[config.mk]
export PLATFORM = sky130hd
export DESIGN_NAME = ptm_timer
export DESIGN_NICKNAME = d
export VERILOG_FILES = /design/src/hdl/ptm_pkg.sv /design/src/hdl/ptm_timer.sv
export SDC_FILE = /design/constraint.sdc
export NUM_CORES = 1
export LEC_CHECK = 0
export ABC_CLOCK_PERIOD_IN_PS = 3400
export BUFFER_PORTS_ARGS = -buffer_cell sky130_fd_sc_hd__buf_2
export CAP_MARGIN = 40
export CORE_AREA = 10 10 101 103
export CTS_BUF_LIST = sky130_fd_sc_hd__clkbuf_4 sky130_fd_sc_hd__clkbuf_8
export CTS_CLUSTER_DIAMETER = 200
export DETAILED_ROUTE_END_ITERATION = 10
export DIE_AREA = 0 0 111 113
export PLACE_DENSITY = 0.7
export SYNTH_ARGS = -nofsm -noshare
export SYNTH_HDL_FRONTEND = slang
export SYNTH_SLANG_ARGS = --single-unit
[constraint.sdc]
create_clock -name clk -period 3.4 [get_ports clk]
set_clock_uncertainty 0.15 [all_clocks]
set_input_delay 0.68 -clock clk [delete_from_list [all_inputs] [get_ports clk]]
set_output_delay 0.68 -clock clk [all_outputs]
set_load 0.02 [all_outputs]
[src/hdl/ptm_pkg.sv]
// package: constants, register map and carrier types of the periodic timer
package ptm_pkg;

    // ****************************************
    // register map (byte addresses)
    // ****************************************
    localparam logic [11:0] CTRL_OFFS   = 12'h000;
    localparam logic [11:0] PERIOD_OFFS = 12'h004;
    localparam logic [11:0] DUTY_OFFS   = 12'h008;
    localparam logic [11:0] STAT_OFFS   = 12'h00C;
    localparam logic [11:0] COUNT_OFFS  = 12'h010;

    // ****************************************
    // control and status field positions
    // ****************************************
    localparam int CTRL_RUN_POS   = 0;
    localparam int CTRL_CCLR_POS  = 1;
    localparam int CTRL_CAPS_POS  = 2;
    localparam int CTRL_INV_POS   = 3;
    localparam int CTRL_OLVL_POS  = 4;
    localparam int CTRL_FUNC_POS  = 5;
    localparam int CTRL_MODE_POS  = 7;
    localparam int STAT_AFLG_POS  = 0;
    localparam int STAT_PFLG_POS  = 1;
    localparam int STAT_PIN_POS   = 2;

    // ****************************************
    // reset values and widths
    // ****************************************
    localparam int          CNT_W       = 10;
    localparam logic [8:0]  CTRL_RST    = 9'h000;
    localparam logic [9:0]  CMP_RST     = 10'h000;
    localparam logic [31:0] RDZERO      = 32'h0000_0000;

    // mode field values
    localparam logic [1:0] MODE_CMP = 2'b00;
    localparam logic [1:0] MODE_CAP = 2'b01;
    localparam logic [1:0] MODE_PWM = 2'b10;
    localparam logic [1:0] MODE_TC  = 2'b11;

    // output function values
    localparam logic [1:0] FUNC_NONE = 2'b00;
    localparam logic [1:0] FUNC_LOW  = 2'b01;
    localparam logic [1:0] FUNC_HIGH = 2'b10;
    localparam logic [1:0] FUNC_TOG  = 2'b11;

    typedef struct packed {
        logic [1:0] modeSel;
        logic [1:0] outFunc;
        logic       outputLevelCtrl;
        logic       outputInvert;
        logic       captureSourceSelect;
        logic       clearSelect;
        logic       runBit;
    } ptm_ctrl_type;

    typedef struct packed {
        logic       timerIoPin;
        logic       externalClockPin;
    } ptm_pins_type;

    typedef struct packed {
        ptm_ctrl_type     ctrl_r;
        logic [9:0]       period_r;
        logic [9:0]       duty_r;
        logic [9:0]       count_r;
        logic             aFlag_r;
        logic             pFlag_r;
        logic             pin_r;
        logic             runDly_r;
        ptm_pins_type     pinsDly_r;
        logic [31:0]      rdata_r;
    } ptm_state_type;

endpackage

[src/hdl/ptm_timer.sv]
// periodic timer with period and duty comparators, apb slave
`timescale 1ns/1ns

module ptm_timer
(
    // clock and reset
    input  wire logic        clk,
    input  wire logic        rst_n,
    // apb slave
    input  wire logic        psel,
    input  wire logic        penable,
    input  wire logic        pwrite,
    input  wire logic [11:0] paddr,
    input  wire logic [31:0] pwdata,
    output logic      [31:0] prdata,
    output logic             pready,
    output logic             pslverr,
    // pins
    input  wire logic        timerIoPinIn,
    input  wire logic        externalClockPinIn,
    output logic             timerIoPinOut,
    output logic             timerIoPinOe,
    // flags
    output logic             matchAFlag,
    output logic             matchPFlag
);

    // ****************************************
    // state
    // ****************************************
    ptm_pkg::ptm_state_type st_r;
    ptm_pkg::ptm_state_type st_nxt;

    logic       wrEn;
    logic       rdEn;
    logic       mapped;
    logic       runRise;
    logic       matchA;
    logic       matchP;
    logic       clrCount;
    logic       capEdge;
    logic       capSrc;
    logic       capSrcDly;
    logic       pwmActive;
    logic       pwmLevel;
    logic [9:0] cntInc;
    logic [1:0] mode;
    logic [1:0] func;

    assign mode    = st_r.ctrl_r.modeSel;
    assign func    = st_r.ctrl_r.outFunc;
    assign mapped  = paddr == ptm_pkg::CTRL_OFFS
                  || paddr == ptm_pkg::PERIOD_OFFS
                  || paddr == ptm_pkg::DUTY_OFFS
                  || paddr == ptm_pkg::STAT_OFFS
                  || paddr == ptm_pkg::COUNT_OFFS;
    assign wrEn    = psel && penable && pwrite && mapped;
    assign rdEn    = psel && !penable && !pwrite;
    assign runRise = st_r.ctrl_r.runBit && !st_r.runDly_r;
    assign cntInc  = 10'(st_r.count_r + 10'h001);

    // ****************************************
    // comparators
    // ****************************************
    // equality compare
    always_comb
    begin
        matchA = st_r.ctrl_r.runBit && !runRise
              && st_r.count_r == st_r.duty_r;
        if (st_r.period_r == ptm_pkg::CMP_RST)
            matchP = st_r.ctrl_r.runBit && !runRise
                  && st_r.count_r == 10'h3FF;
        else
            matchP = st_r.ctrl_r.runBit && !runRise
                  && cntInc == st_r.period_r;
    end

    // ****************************************
    // capture edge select
    // ****************************************
    // capture pin choice
    assign capSrc    = st_r.ctrl_r.captureSourceSelect
                     ? st_r.pinsDly_r.externalClockPin
                     : st_r.pinsDly_r.timerIoPin;
    assign capSrcDly = st_r.ctrl_r.captureSourceSelect
                     ? externalClockPinIn : timerIoPinIn;

    always_comb
    begin
        case (func)
            2'b00:   capEdge = capSrcDly && !capSrc;
            2'b01:   capEdge = !capSrcDly && capSrc;
            2'b10:   capEdge = capSrcDly != capSrc;
            default: capEdge = 1'b0;
        endcase
    end

    always_comb
    begin
        if (st_r.period_r != ptm_pkg::CMP_RST
            && st_r.duty_r >= st_r.period_r)
            pwmActive = 1'b1;
        else
            pwmActive = st_r.count_r < st_r.duty_r;
    end

    assign pwmLevel = (pwmActive && st_r.ctrl_r.runBit)
                    ^ !st_r.ctrl_r.outputLevelCtrl
                    ^ st_r.ctrl_r.outputInvert;

    // ****************************************
    // next state
    // ****************************************
    always_comb
    begin
        st_nxt = st_r;
        st_nxt.runDly_r  = st_r.ctrl_r.runBit;
        st_nxt.pinsDly_r = '{timerIoPinIn, externalClockPinIn};
        clrCount = 1'b0;

        // status clears come first so a same-cycle set wins
        if (wrEn && paddr == ptm_pkg::STAT_OFFS)
        begin
            if (pwdata[ptm_pkg::STAT_AFLG_POS])
                st_nxt.aFlag_r = 1'b0;
            if (pwdata[ptm_pkg::STAT_PFLG_POS])
                st_nxt.pFlag_r = 1'b0;
        end

        // counter and flags per mode
        // mode decode
        case (mode)
            ptm_pkg::MODE_CMP, ptm_pkg::MODE_TC:
            begin
                if (!st_r.ctrl_r.clearSelect && matchP)
                    clrCount = 1'b1;
                if (st_r.ctrl_r.clearSelect && matchA)
                    clrCount = 1'b1;
                if (matchA)
                    st_nxt.aFlag_r = 1'b1;
                if (matchP && !st_r.ctrl_r.clearSelect)
                    st_nxt.pFlag_r = 1'b1;
                if (matchA && mode == ptm_pkg::MODE_CMP)
                begin
                    case (func)
                        ptm_pkg::FUNC_LOW:  st_nxt.pin_r = 1'b0;
                        ptm_pkg::FUNC_HIGH: st_nxt.pin_r = 1'b1;
                        ptm_pkg::FUNC_TOG:  st_nxt.pin_r = !st_r.pin_r;
                        default:            st_nxt.pin_r = st_r.pin_r;
                    endcase
                end
            end
            ptm_pkg::MODE_PWM:
            begin
                if (func == ptm_pkg::FUNC_TOG)
                begin
                    if (matchA)
                    begin
                        st_nxt.aFlag_r = 1'b1;
                        st_nxt.ctrl_r.runBit = 1'b0;
                    end
                end
                else
                begin
                    if (matchP)
                    begin
                        clrCount = 1'b1;
                        st_nxt.pFlag_r = 1'b1;
                    end
                    if (matchA)
                        st_nxt.aFlag_r = 1'b1;
                end
            end
            default:
            begin
                if (matchP)
                begin
                    clrCount = 1'b1;
                    st_nxt.pFlag_r = 1'b1;
                end
                if (capEdge && st_r.ctrl_r.runBit)
                begin
                    st_nxt.duty_r  = st_r.count_r;
                    st_nxt.aFlag_r = 1'b1;
                end
            end
        endcase

        if (runRise)
            st_nxt.count_r = 10'h000;
        else if (!st_r.ctrl_r.runBit)
            st_nxt.count_r = st_r.count_r;
        else if (clrCount)
            st_nxt.count_r = 10'h000;
        else
            st_nxt.count_r = cntInc;

        if (runRise)
            st_nxt.pin_r = st_r.ctrl_r.outputLevelCtrl;

        if (mode == ptm_pkg::MODE_PWM && func == ptm_pkg::FUNC_TOG
            && externalClockPinIn && !st_r.pinsDly_r.externalClockPin)
            st_nxt.ctrl_r.runBit = 1'b1;

        // register writes
        if (wrEn)
        begin
            case (paddr)
                ptm_pkg::CTRL_OFFS:
                    st_nxt.ctrl_r = pwdata[8:0];
                ptm_pkg::PERIOD_OFFS:
                    st_nxt.period_r = pwdata[9:0];
                ptm_pkg::DUTY_OFFS:
                    st_nxt.duty_r = pwdata[9:0];
                default:
                    st_nxt.period_r = st_r.period_r;
            endcase
        end

        // read data captured in setup phase
        st_nxt.rdata_r = ptm_pkg::RDZERO;
        if (rdEn)
        begin
            case (paddr)
                ptm_pkg::CTRL_OFFS:   st_nxt.rdata_r[8:0] = st_r.ctrl_r;
                ptm_pkg::PERIOD_OFFS: st_nxt.rdata_r[9:0] = st_r.period_r;
                ptm_pkg::DUTY_OFFS:   st_nxt.rdata_r[9:0] = st_r.duty_r;
                ptm_pkg::COUNT_OFFS:  st_nxt.rdata_r[9:0] = st_r.count_r;
                ptm_pkg::STAT_OFFS:
                    st_nxt.rdata_r[2:0] = {st_r.pin_r, st_r.pFlag_r,
                                           st_r.aFlag_r};
                default:              st_nxt.rdata_r = ptm_pkg::RDZERO;
            endcase
        end
    end

    always_ff @(posedge clk)
    begin
        if (!rst_n)
            st_r <= '0;
        else
            st_r <= st_nxt;
    end

    // ****************************************
    // outputs
    // ****************************************
    assign prdata     = st_r.rdata_r;
    assign pready     = 1'b1;
    assign pslverr    = psel && penable && !mapped;
    assign matchAFlag = st_r.aFlag_r;
    assign matchPFlag = st_r.pFlag_r;

    always_comb
    begin
        timerIoPinOe  = 1'b1;
        timerIoPinOut = 1'b0;
        case (mode)
            ptm_pkg::MODE_CMP:
            begin
                timerIoPinOe  = 1'b0;
                timerIoPinOut = st_r.pin_r ^ st_r.ctrl_r.outputInvert;
            end
            ptm_pkg::MODE_PWM:
            begin
                timerIoPinOe = 1'b0;
                case (func)
                    ptm_pkg::FUNC_NONE: timerIoPinOut =
                        st_r.ctrl_r.outputInvert;
                    ptm_pkg::FUNC_LOW:  timerIoPinOut =
                        !st_r.ctrl_r.outputInvert;
                    default:            timerIoPinOut = pwmLevel;
                endcase
            end
            default:
            begin
                timerIoPinOe  = 1'b1;
                timerIoPinOut = 1'b0;
            end
        endcase
    end
endmodule

# After elaboration in Yosys (flattened, before gate mapping)
# Cells that the tools add are included.
# word_totals
register_bits	77
in_bits	51
output_inout_bits	38
word_cells	133
# classes
addsub	1
order_cmp	2
eq_ne	13
mux	40
n_bitwise	4
reduce_logical	55
# op_table
operator	count
$mux 10	5
$eq 12x4->1 const B	2
$mux 1	24
$pmux 6 s4	1
$logic_and 1x1->1	23
$mux 21	1
$eq 10x10->1	2
$pmux 3 s5	1
$eq 12x3->1 const B	1
$eq 12x5->1 const B	1
$logic_not 1->1	12
$logic_not 12->1	1
$add 10x1->10 const B	1
$eq 10x10->1 const B	1
$ge 10x10->1	1
$logic_not 10->1	1
$lt 10x10->1	1
$reduce_bool 10->1	1
$pmux 1 s3	3
$eq 2x2->1 const B	4
$pmux 1 s2	3
$reduce_and 2->1	3
$reduce_or 2->1	3
$logic_not 2->1	2
11 further kinds	17

# Longest topological paths before layout
# Gate-level depths: netlist of run 1.
# logic_depth
ltp_word	11
depth_mapped	11
ltp_nobuf	10

# Worst setup path after synthesis of run 1
# OpenSTA, ideal clock, no wires.
# synth_path
path_kind	reg2out
from	register st_r[65] in the netlist's numbering
to	output port timerIoPinOut
arrival_time_ps	1951
t_required_ps	2570
setup_slack_ps	619
path_stages_with_launch	8
path_buffers	0
cell_sequence	dfxtp_1 inv_1 ha_1 a2111o_1 a41oi_1 o32ai_1 xor2_1 mux2_2
# synth_via
elab_chain_cells	8
word_cells_on_any_way	9
cone_classes	order compare: 1; mux: 3; bitwise: 2; reduce/logical: 3
# synth_lines
item	line	text
start, declared	ptm_timer.sv:31	ptm_pkg::ptm_state_type st_r;
start signal, assigned	ptm_timer.sv:242	st_r <= st_nxt;
$ge 10x10->1 / $reduce_bool 10->1 (equally long branches)	ptm_timer.sv:101, ptm_timer.sv:100	
$logic_and 1x1->1 (*)	ptm_timer.sv:101	&& st_r.duty_r >= st_r.period_r)
$mux 1 (*)	ptm_timer.sv:100	if (st_r.period_r != ptm_pkg::CMP_RST
$logic_and 1x1->1 (*)	ptm_timer.sv:107	assign pwmLevel = (pwmActive && st_r.ctrl_r.runBit)
$xor 1x1->1 (*)	ptm_timer.sv:108	^ !st_r.ctrl_r.outputLevelCtrl
$xor 1x1->1 (*)	ptm_timer.sv:109	^ st_r.ctrl_r.outputInvert;
$pmux 1 s2 (*)	ptm_timer.sv:267	case (func)
$pmux 1 s2 (*)	ptm_timer.sv:258	case (mode)
end, declared	ptm_timer.sv:21	output logic timerIoPinOut,
# Every way passes the cells marked *; elsewhere a longest branch is shown, timed or not.

# Final worst setup path of run 1
# layout_path
from	register st_r[51] in the netlist's numbering
to	output port timerIoPinOut
# layout_via
elab_chain_cells	8
word_cells_on_any_way	9
cone_classes	order compare: 2; mux: 3; bitwise: 2; reduce/logical: 2
# layout_lines
item	line
$ge 10x10->1	ptm_timer.sv:101
$logic_and 1x1->1	ptm_timer.sv:101
$mux 1 (*)	ptm_timer.sv:100
$logic_and 1x1->1 (*)	ptm_timer.sv:107
$xor 1x1->1 (*)	ptm_timer.sv:108
$xor 1x1->1 (*)	ptm_timer.sv:109
$pmux 1 s2 (*)	ptm_timer.sv:267
$pmux 1 s2 (*)	ptm_timer.sv:258
# Marks and branches as above.

==> results.json, run 1 <==
{
  "port-buffer-count": 43,
  "wl_per_cell_microns": 17.8,
  "hold_viol_final": 0,
  "synthArstFlopShare_pct": 0,
  "syn_avg_cell_area_sq_um": 8.44,
  "path_class": "flip-flop to output pin",
  "diodes": 0,
  "start_util_pct": 49.5,
  "p_per_area_mw_per_mm2": 252,
  "yosysTopAreaCell": "dfxtp_1",
  "clkLatencyLatePin_ns": 0.32,
  "rows": 33,
  "hold_buffers": 0,
  "tritoncts": "yes",
  "slew_headroom_pct": 54.6,
  "dp.cells": 612,
  "stdcell_area_sq_mm": 0.00445,
  "ios": 89,
  "vias_per_cell": 5.70,
  "cp_max_fo": 4,
  "critPathLaunchType": "flip-flop",
  "tns_ns": 0,
  "grt_max_degree": 37,
  "r2r_setup_slack_ns": 0.59,
  "die_y_microns": 113,
  "h-tree-depth": 2,
  "drtAntennaViolNets": 0,
  "dieArea_sq_mm": 0.0125,
  "grt_pass1_vias": 3502,
  "p_leak_nw": 1.94,
  "drc_errors": 0,
  "totalWireLength_microns": 11100,
  "synth_commonest_cells": "dfxtp_1, nand2_1, buf_4",
  "grt_pass1_wl_microns": 18200,
  "hold_ws_ns": 0.413,
  "worstPathArrival_ns": 2.47,
  "status": "finished, final reports clean",
  "ys_warn_count": 0,
  "instances_no_fill": 622,
  "cap_violations": 0,
  "drive_gt1_share_pct": 20.7,
  "synth-main-ff-cell": "dfxtp_1",
  "p_total_mw": 1.12,
  "fp.dieW_microns": 111,
  "period_share_pct": 97.0,
  "core_sq_mm": 0.00813,
  "numCtsBuffers": 5,
  "holdCritPathClass": "flip-flop to flip-flop",
  "yosysTopAreaCellShare_pct": 27.3,
  "synthCells": 477,
  "n_fill_cell": 766,
  "vias": 3548,
  "overflow": 0,
  "synth_area_leaders": "dfxtp_1, ha_1, mux2i_1",
  "seq_area_frac_synth_pct": 27.3,
  "clk_pin_slew_ns": 0.11,
  "max_freq_ghz": 0.303,
  "yosysMostFrequentCell": "dfxtp_1",
  "ir_worst_vdd_mv": 0.161,
  "grt_usage_pct": 17.3,
  "endpoint_kind": "output pin",
  "antenna_found_initial": 0,
  "ctsLongestPathBuffers": 2,
  "cts.sinks": 55,
  "cts_root_buffer": "clkbuf_8",
  "drt_first_pass_iters": 5,
  "cp_data_required_time_ns": 2.57,
  "dp_hpwl_microns": 8690,
  "tightest_slew_ns": 0.679,
  "layout.nets": 598,
  "dpl-instance-area_sq_mm": 0.00428,
  "synth_cell_types": 59,
  "rsz0062_at_grt": "no",
  "netlist_area_sq_mm": 0.00403,
  "gp_congestion": 0.949,
  "min_period_ns": 3.30,
  "setup_violations": 0,
  "report.final.slew_viol_count": 0,
  "synth-edff-count": 0,
  "syn2layout_area_growth_pct": 10.4,
  "drt_iter0_markers": 280,
  "synth_seq_cells": 55
}
-- state kept, by name, summed over array words and instances (netlist names) --
| signal | count |
|---|---|
| st_r | 38 |
| matchPFlag | 1 |
| matchAFlag | 1 |
| st_nxt | 1 |
| mode | 2 |
| func | 2 |
| prdata | 10 |
-- worst max-delay path, stage by stage (launching register included) --
cell	delay, ns
dfxtp_4	0.38
inv_1	0.05
ha_1	0.28
a21o_1	0.19
a21o_1	0.18
a21oi_2	0.16
nor2_1	0.07
o32ai_2	0.17
xor2_1	0.22
mux2_4	0.32
buf_6	0.13
-- logic make-up (layout without fill, tap and decap cells) --
group                      Yosys count  in the layout  synth area share, %
AOI/OAI and AO/OA                   86             86                 15.2
buffers and inverters               88            107                 11.8
DFF                                 55             55                 27.3
and+or+nand+nor                    163            163                 22.2
xor gates and xnor gates            13             13                 2.83
adders and majority gates           31             31                 9.63
muxes                               39             39                 10.8
other                                2             23                0.187
-- layout by cell type, fill, tap and decap left out, types with 20 or more instances in the layout --
master	n
nor2_1	22
dfxtp_1	50
a21oi_1	20
inv_1	31
buf_2	42
mux2i_1	31
ha_1	31
conb_1	23
buf_4	25
nand2_1	41
nor2b_1	27
-- through the flow --
step,util [%],setup WS (ns)
after floorplan,-,0.619
after global placement,52.6,0.356
after detailed placement,52.6,0.302
after CTS,53.9,0.00598
after global routing,54.7,0.0137
final,54.7,0.102
-- routing by layer --
layer  GRT usage [%]  routed length (microns)  up-vias
met5               0                        0        -
met2            27.9                     5060      137
li1                -                        -     1696
met1            22.6                     4970     1692
met4            5.12                      233        0
met3            3.80                      832       23
-- cell type report --
cell class,instances,area (sq um),share of cell area (%)
flip-flops and latches,55,1110,25.0
clock inverters,2,16.3,0.366
inverters,31,116,2.62
repair buffers,68,409,9.20
clock buffers,6,82.6,1.86
multi-input cells,355,2580,58.0
well taps,105,131,2.96
-- path summary, 6_finish.rpt --
path	from	endpoint	depth (start not counted)
min reg2reg	mode[1]	mode[1]	2
max	st_r[51]	timerIoPinOut	10
min	mode[1]	mode[1]	2
max reg2reg	st_r[38]	st_r[38]	7
-- what timing repair did --
| item | CTS | global route |
|---|---|---|
| pin swaps | 0 | 5 |
| buffers inserted | 0 | 2 |
| gates resized for setup | 1 | 16 |
| endpoints found under the setup margin | 1 | 1 |
-- power by group --
| part | internal, mW | switching [mW] | total, mW | leakage, nW |
|---|---|---|---|---|
| Sequential | 0.644 | 0.000357 | 0.644 | 0.446 |
| Clock | 0.167 | 0.225 | 0.391 | 0.0474 |
| Combinational | 0.0251 | 0.0587 | 0.0838 | 1.44 |
| Total | 0.836 | 0.284 | 1.12 | 1.94 |
No activity file was read; power rests on OpenSTA's default activity.
==> inputs of run 2 (changes only) <==
--- a/config.mk
+++ b/config.mk
@@ -14,6 +14,7 @@
 export DETAILED_ROUTE_END_ITERATION = 10
 export DIE_AREA = 0 0 111 113
 export PLACE_DENSITY = 0.7
+export RECOVER_POWER = 100
 export SYNTH_ARGS = -nofsm -noshare
 export SYNTH_HDL_FRONTEND = slang
 export SYNTH_SLANG_ARGS = --single-unit
==> results.json, run 2 (same netlist as run 1, synthesis figures left out) <==
{
  "start_util_pct": 49.5,
  "hold_ws_ns": 0.415,
  "cap_violations": 0,
  "clk_pin_slew_ns": 0.11,
  "comb_power_share_pct": 7.4,
  "ios": 89,
  "setup_ws_ns": 0.108,
  "pwr-share-clk_pct": 35.1,
  "port-buffer-count": 43,
  "cts_root_buffer": "clkbuf_8",
  "holdCritPathClass": "flip-flop to flip-flop",
  "cp_max_fo": 4,
  "hold_viol_final": 0,
  "wl_per_cell_microns": 18.0,
  "dp_hpwl_microns": 8690,
  "intPower_uw": 836,
  "worstPathArrival_ns": 2.46,
  "min_period_ns": 3.29,
  "crit_chain": "inv_1 -> ha_1 -> a21o_1 -> a21o_1 -> a21oi_2 -> nor2_1 -> o32ai_2 -> xor2_1 -> mux2_4 -> buf_6",
  "max_freq_ghz": 0.304,
  "core_sq_mm": 0.00813,
  "slowest_delay_ns": 0.38,
  "slowest_stage": "dfxtp_4",
  "setup_violations": 0,
  "report.final.slew_viol_count": 0,
  "regMostFlops": "st_r",
  "critPathBufInv": 2,
  "grt_usage_pct": 17.3,
  "totalWireLength_microns": 11200,
  "p_sw_uw": 285,
  "grt_max_degree": 37,
  "grt_pass1_vias": 3502,
  "grt_pass1_wl_microns": 18200,
  "fp.dieW_microns": 111,
  "pwr-share-seq_pct": 57.5,
  "path_common_cell": "a21o_1",
  "cp_data_required_time_ns": 2.57,
  "hold_buffers": 0,
  "diodes": 0,
  "syn2layout_area_growth_pct": 8.61,
  "die_y_microns": 113,
  "tritoncts": "yes",
  "dieArea_sq_mm": 0.0125,
  "vias": 3583,
  "path_class": "flip-flop to output pin",
  "period_share_pct": 96.8,
  "path_delay_family": "compound AO/OA/AOI/OAI gates",
  "rsz0062_at_grt": "no",
  "critPathLaunchType": "flip-flop",
  "h-tree-depth": 2,
  "final_common_cell": "dfxtp_1",
  "tightest_slew_ns": 1.40,
  "cts.sinks": 55,
  "overflow": 0,
  "status": "finished, final reports clean",
  "ir_worst_vdd_mv": 0.162,
  "rows": 33,
  "drc_errors": 0,
  "largest_reg_flops": 38,
  "drt_iter0_markers": 232,
  "ctsLongestPathBuffers": 2,
  "gp_congestion": 0.949,
  "p_leak_nw": 1.84,
  "p_per_area_mw_per_mm2": 256,
  "endpoint_kind": "output pin",
  "vias_per_cell": 5.76,
  "drt_first_pass_iters": 5,
  "tns_ns": 0,
  "drive_gt1_share_pct": 16.1,
  "n_fill_cell": 778,
  "layout.nets": 598,
  "pre_cts_ws_ns": 0.302,
  "antenna_found_initial": 0,
  "numCtsBuffers": 5,
  "final_cell_mix": "dfxtp_1, nand2_1, inv_1, mux2i_1, ha_1",
  "slew_headroom_pct": 6.43,
  "drtAntennaViolNets": 0,
  "netSwitchingFraction_pct": 25.4,
  "clkLatencyLatePin_ns": 0.32
}
-- run 2: cell types whose count changed in the layout (fill, tap and decap cells not counted), moves of 2 or more --
cell / delta
and2_1: -2
buf_2: -14
o21ai_0: +2
buf_4: -5
clkbuf_1: +19
and2_0: +2
o21ai_1: -2
-- run 2: worst paths after layout --
check	from	cells after the start	slack (ns)	to
setup / recovery	st_r[51]	10	0.11	timerIoPinOut
hold / removal	mode[1]	2	0.42	mode[1]
setup reg to reg	st_r[38]	9	0.21	st_r[43]
hold reg to reg	mode[1]	2	0.42	mode[1]
-- run 2: per-layer routing --
metal,vias up,wire length (microns),GRT usage (%)
met5,-,0,0
met4,0,269,5.12
met3,26,1020,3.80
met2,166,5000,27.9
met1,1693,4880,22.6
li1,1698,-,-
-- run 2: power groups by stage --
| stage | sequential [mW] | combinational [mW] | clock (mW) |
|---|---|---|---|
| floorplan | 0.660 | 0.0722 | 0 |
| global placement | 0.660 | 0.0818 | 0 |
| detailed placement | 0.660 | 0.0819 | 0 |
| CTS | 0.645 | 0.0827 | 0.399 |
| global route | 0.645 | 0.0914 | 0.429 |
| finish | 0.645 | 0.0830 | 0.393 |
-- run 2: timing repair --
action / 4_1_cts / 5_1_grt
pin swaps: 0 / 5
setup buffers: 0 / 2
endpoints found under the setup margin: 1 / 1
resized for setup: 1 / 16
-- run 2: area by class of cell --
cell class	instances	area [sq um]	area share, %
clock buffer	6	82.6	1.89
clock inverter	2	16.3	0.372
inverter	31	116	2.66
multi-input combinational	355	2540	58.2
sequential	55	1110	25.4
tap	105	131	3.00
timing repair buffer	68	373	8.53
-- run 2: per-stage QoR --
step	util, %	cells	cell area (sq um)	total power [mW]
final	53.8	622	4370	1.12
after global routing	53.8	622	4370	1.16
after CTS	53.9	620	4380	1.13
after detailed placement	52.6	612	4280	0.742
after global placement	52.6	612	4280	0.742
after floorplan	-	498	4110	0.732
-- run 2: tightest hold or removal path: cells and delay by family, from the launching register on --
kind	cells	cell delay, ns
DFF	1	0.35
muxes	1	0.12
and+or+nand+nor	1	0.06
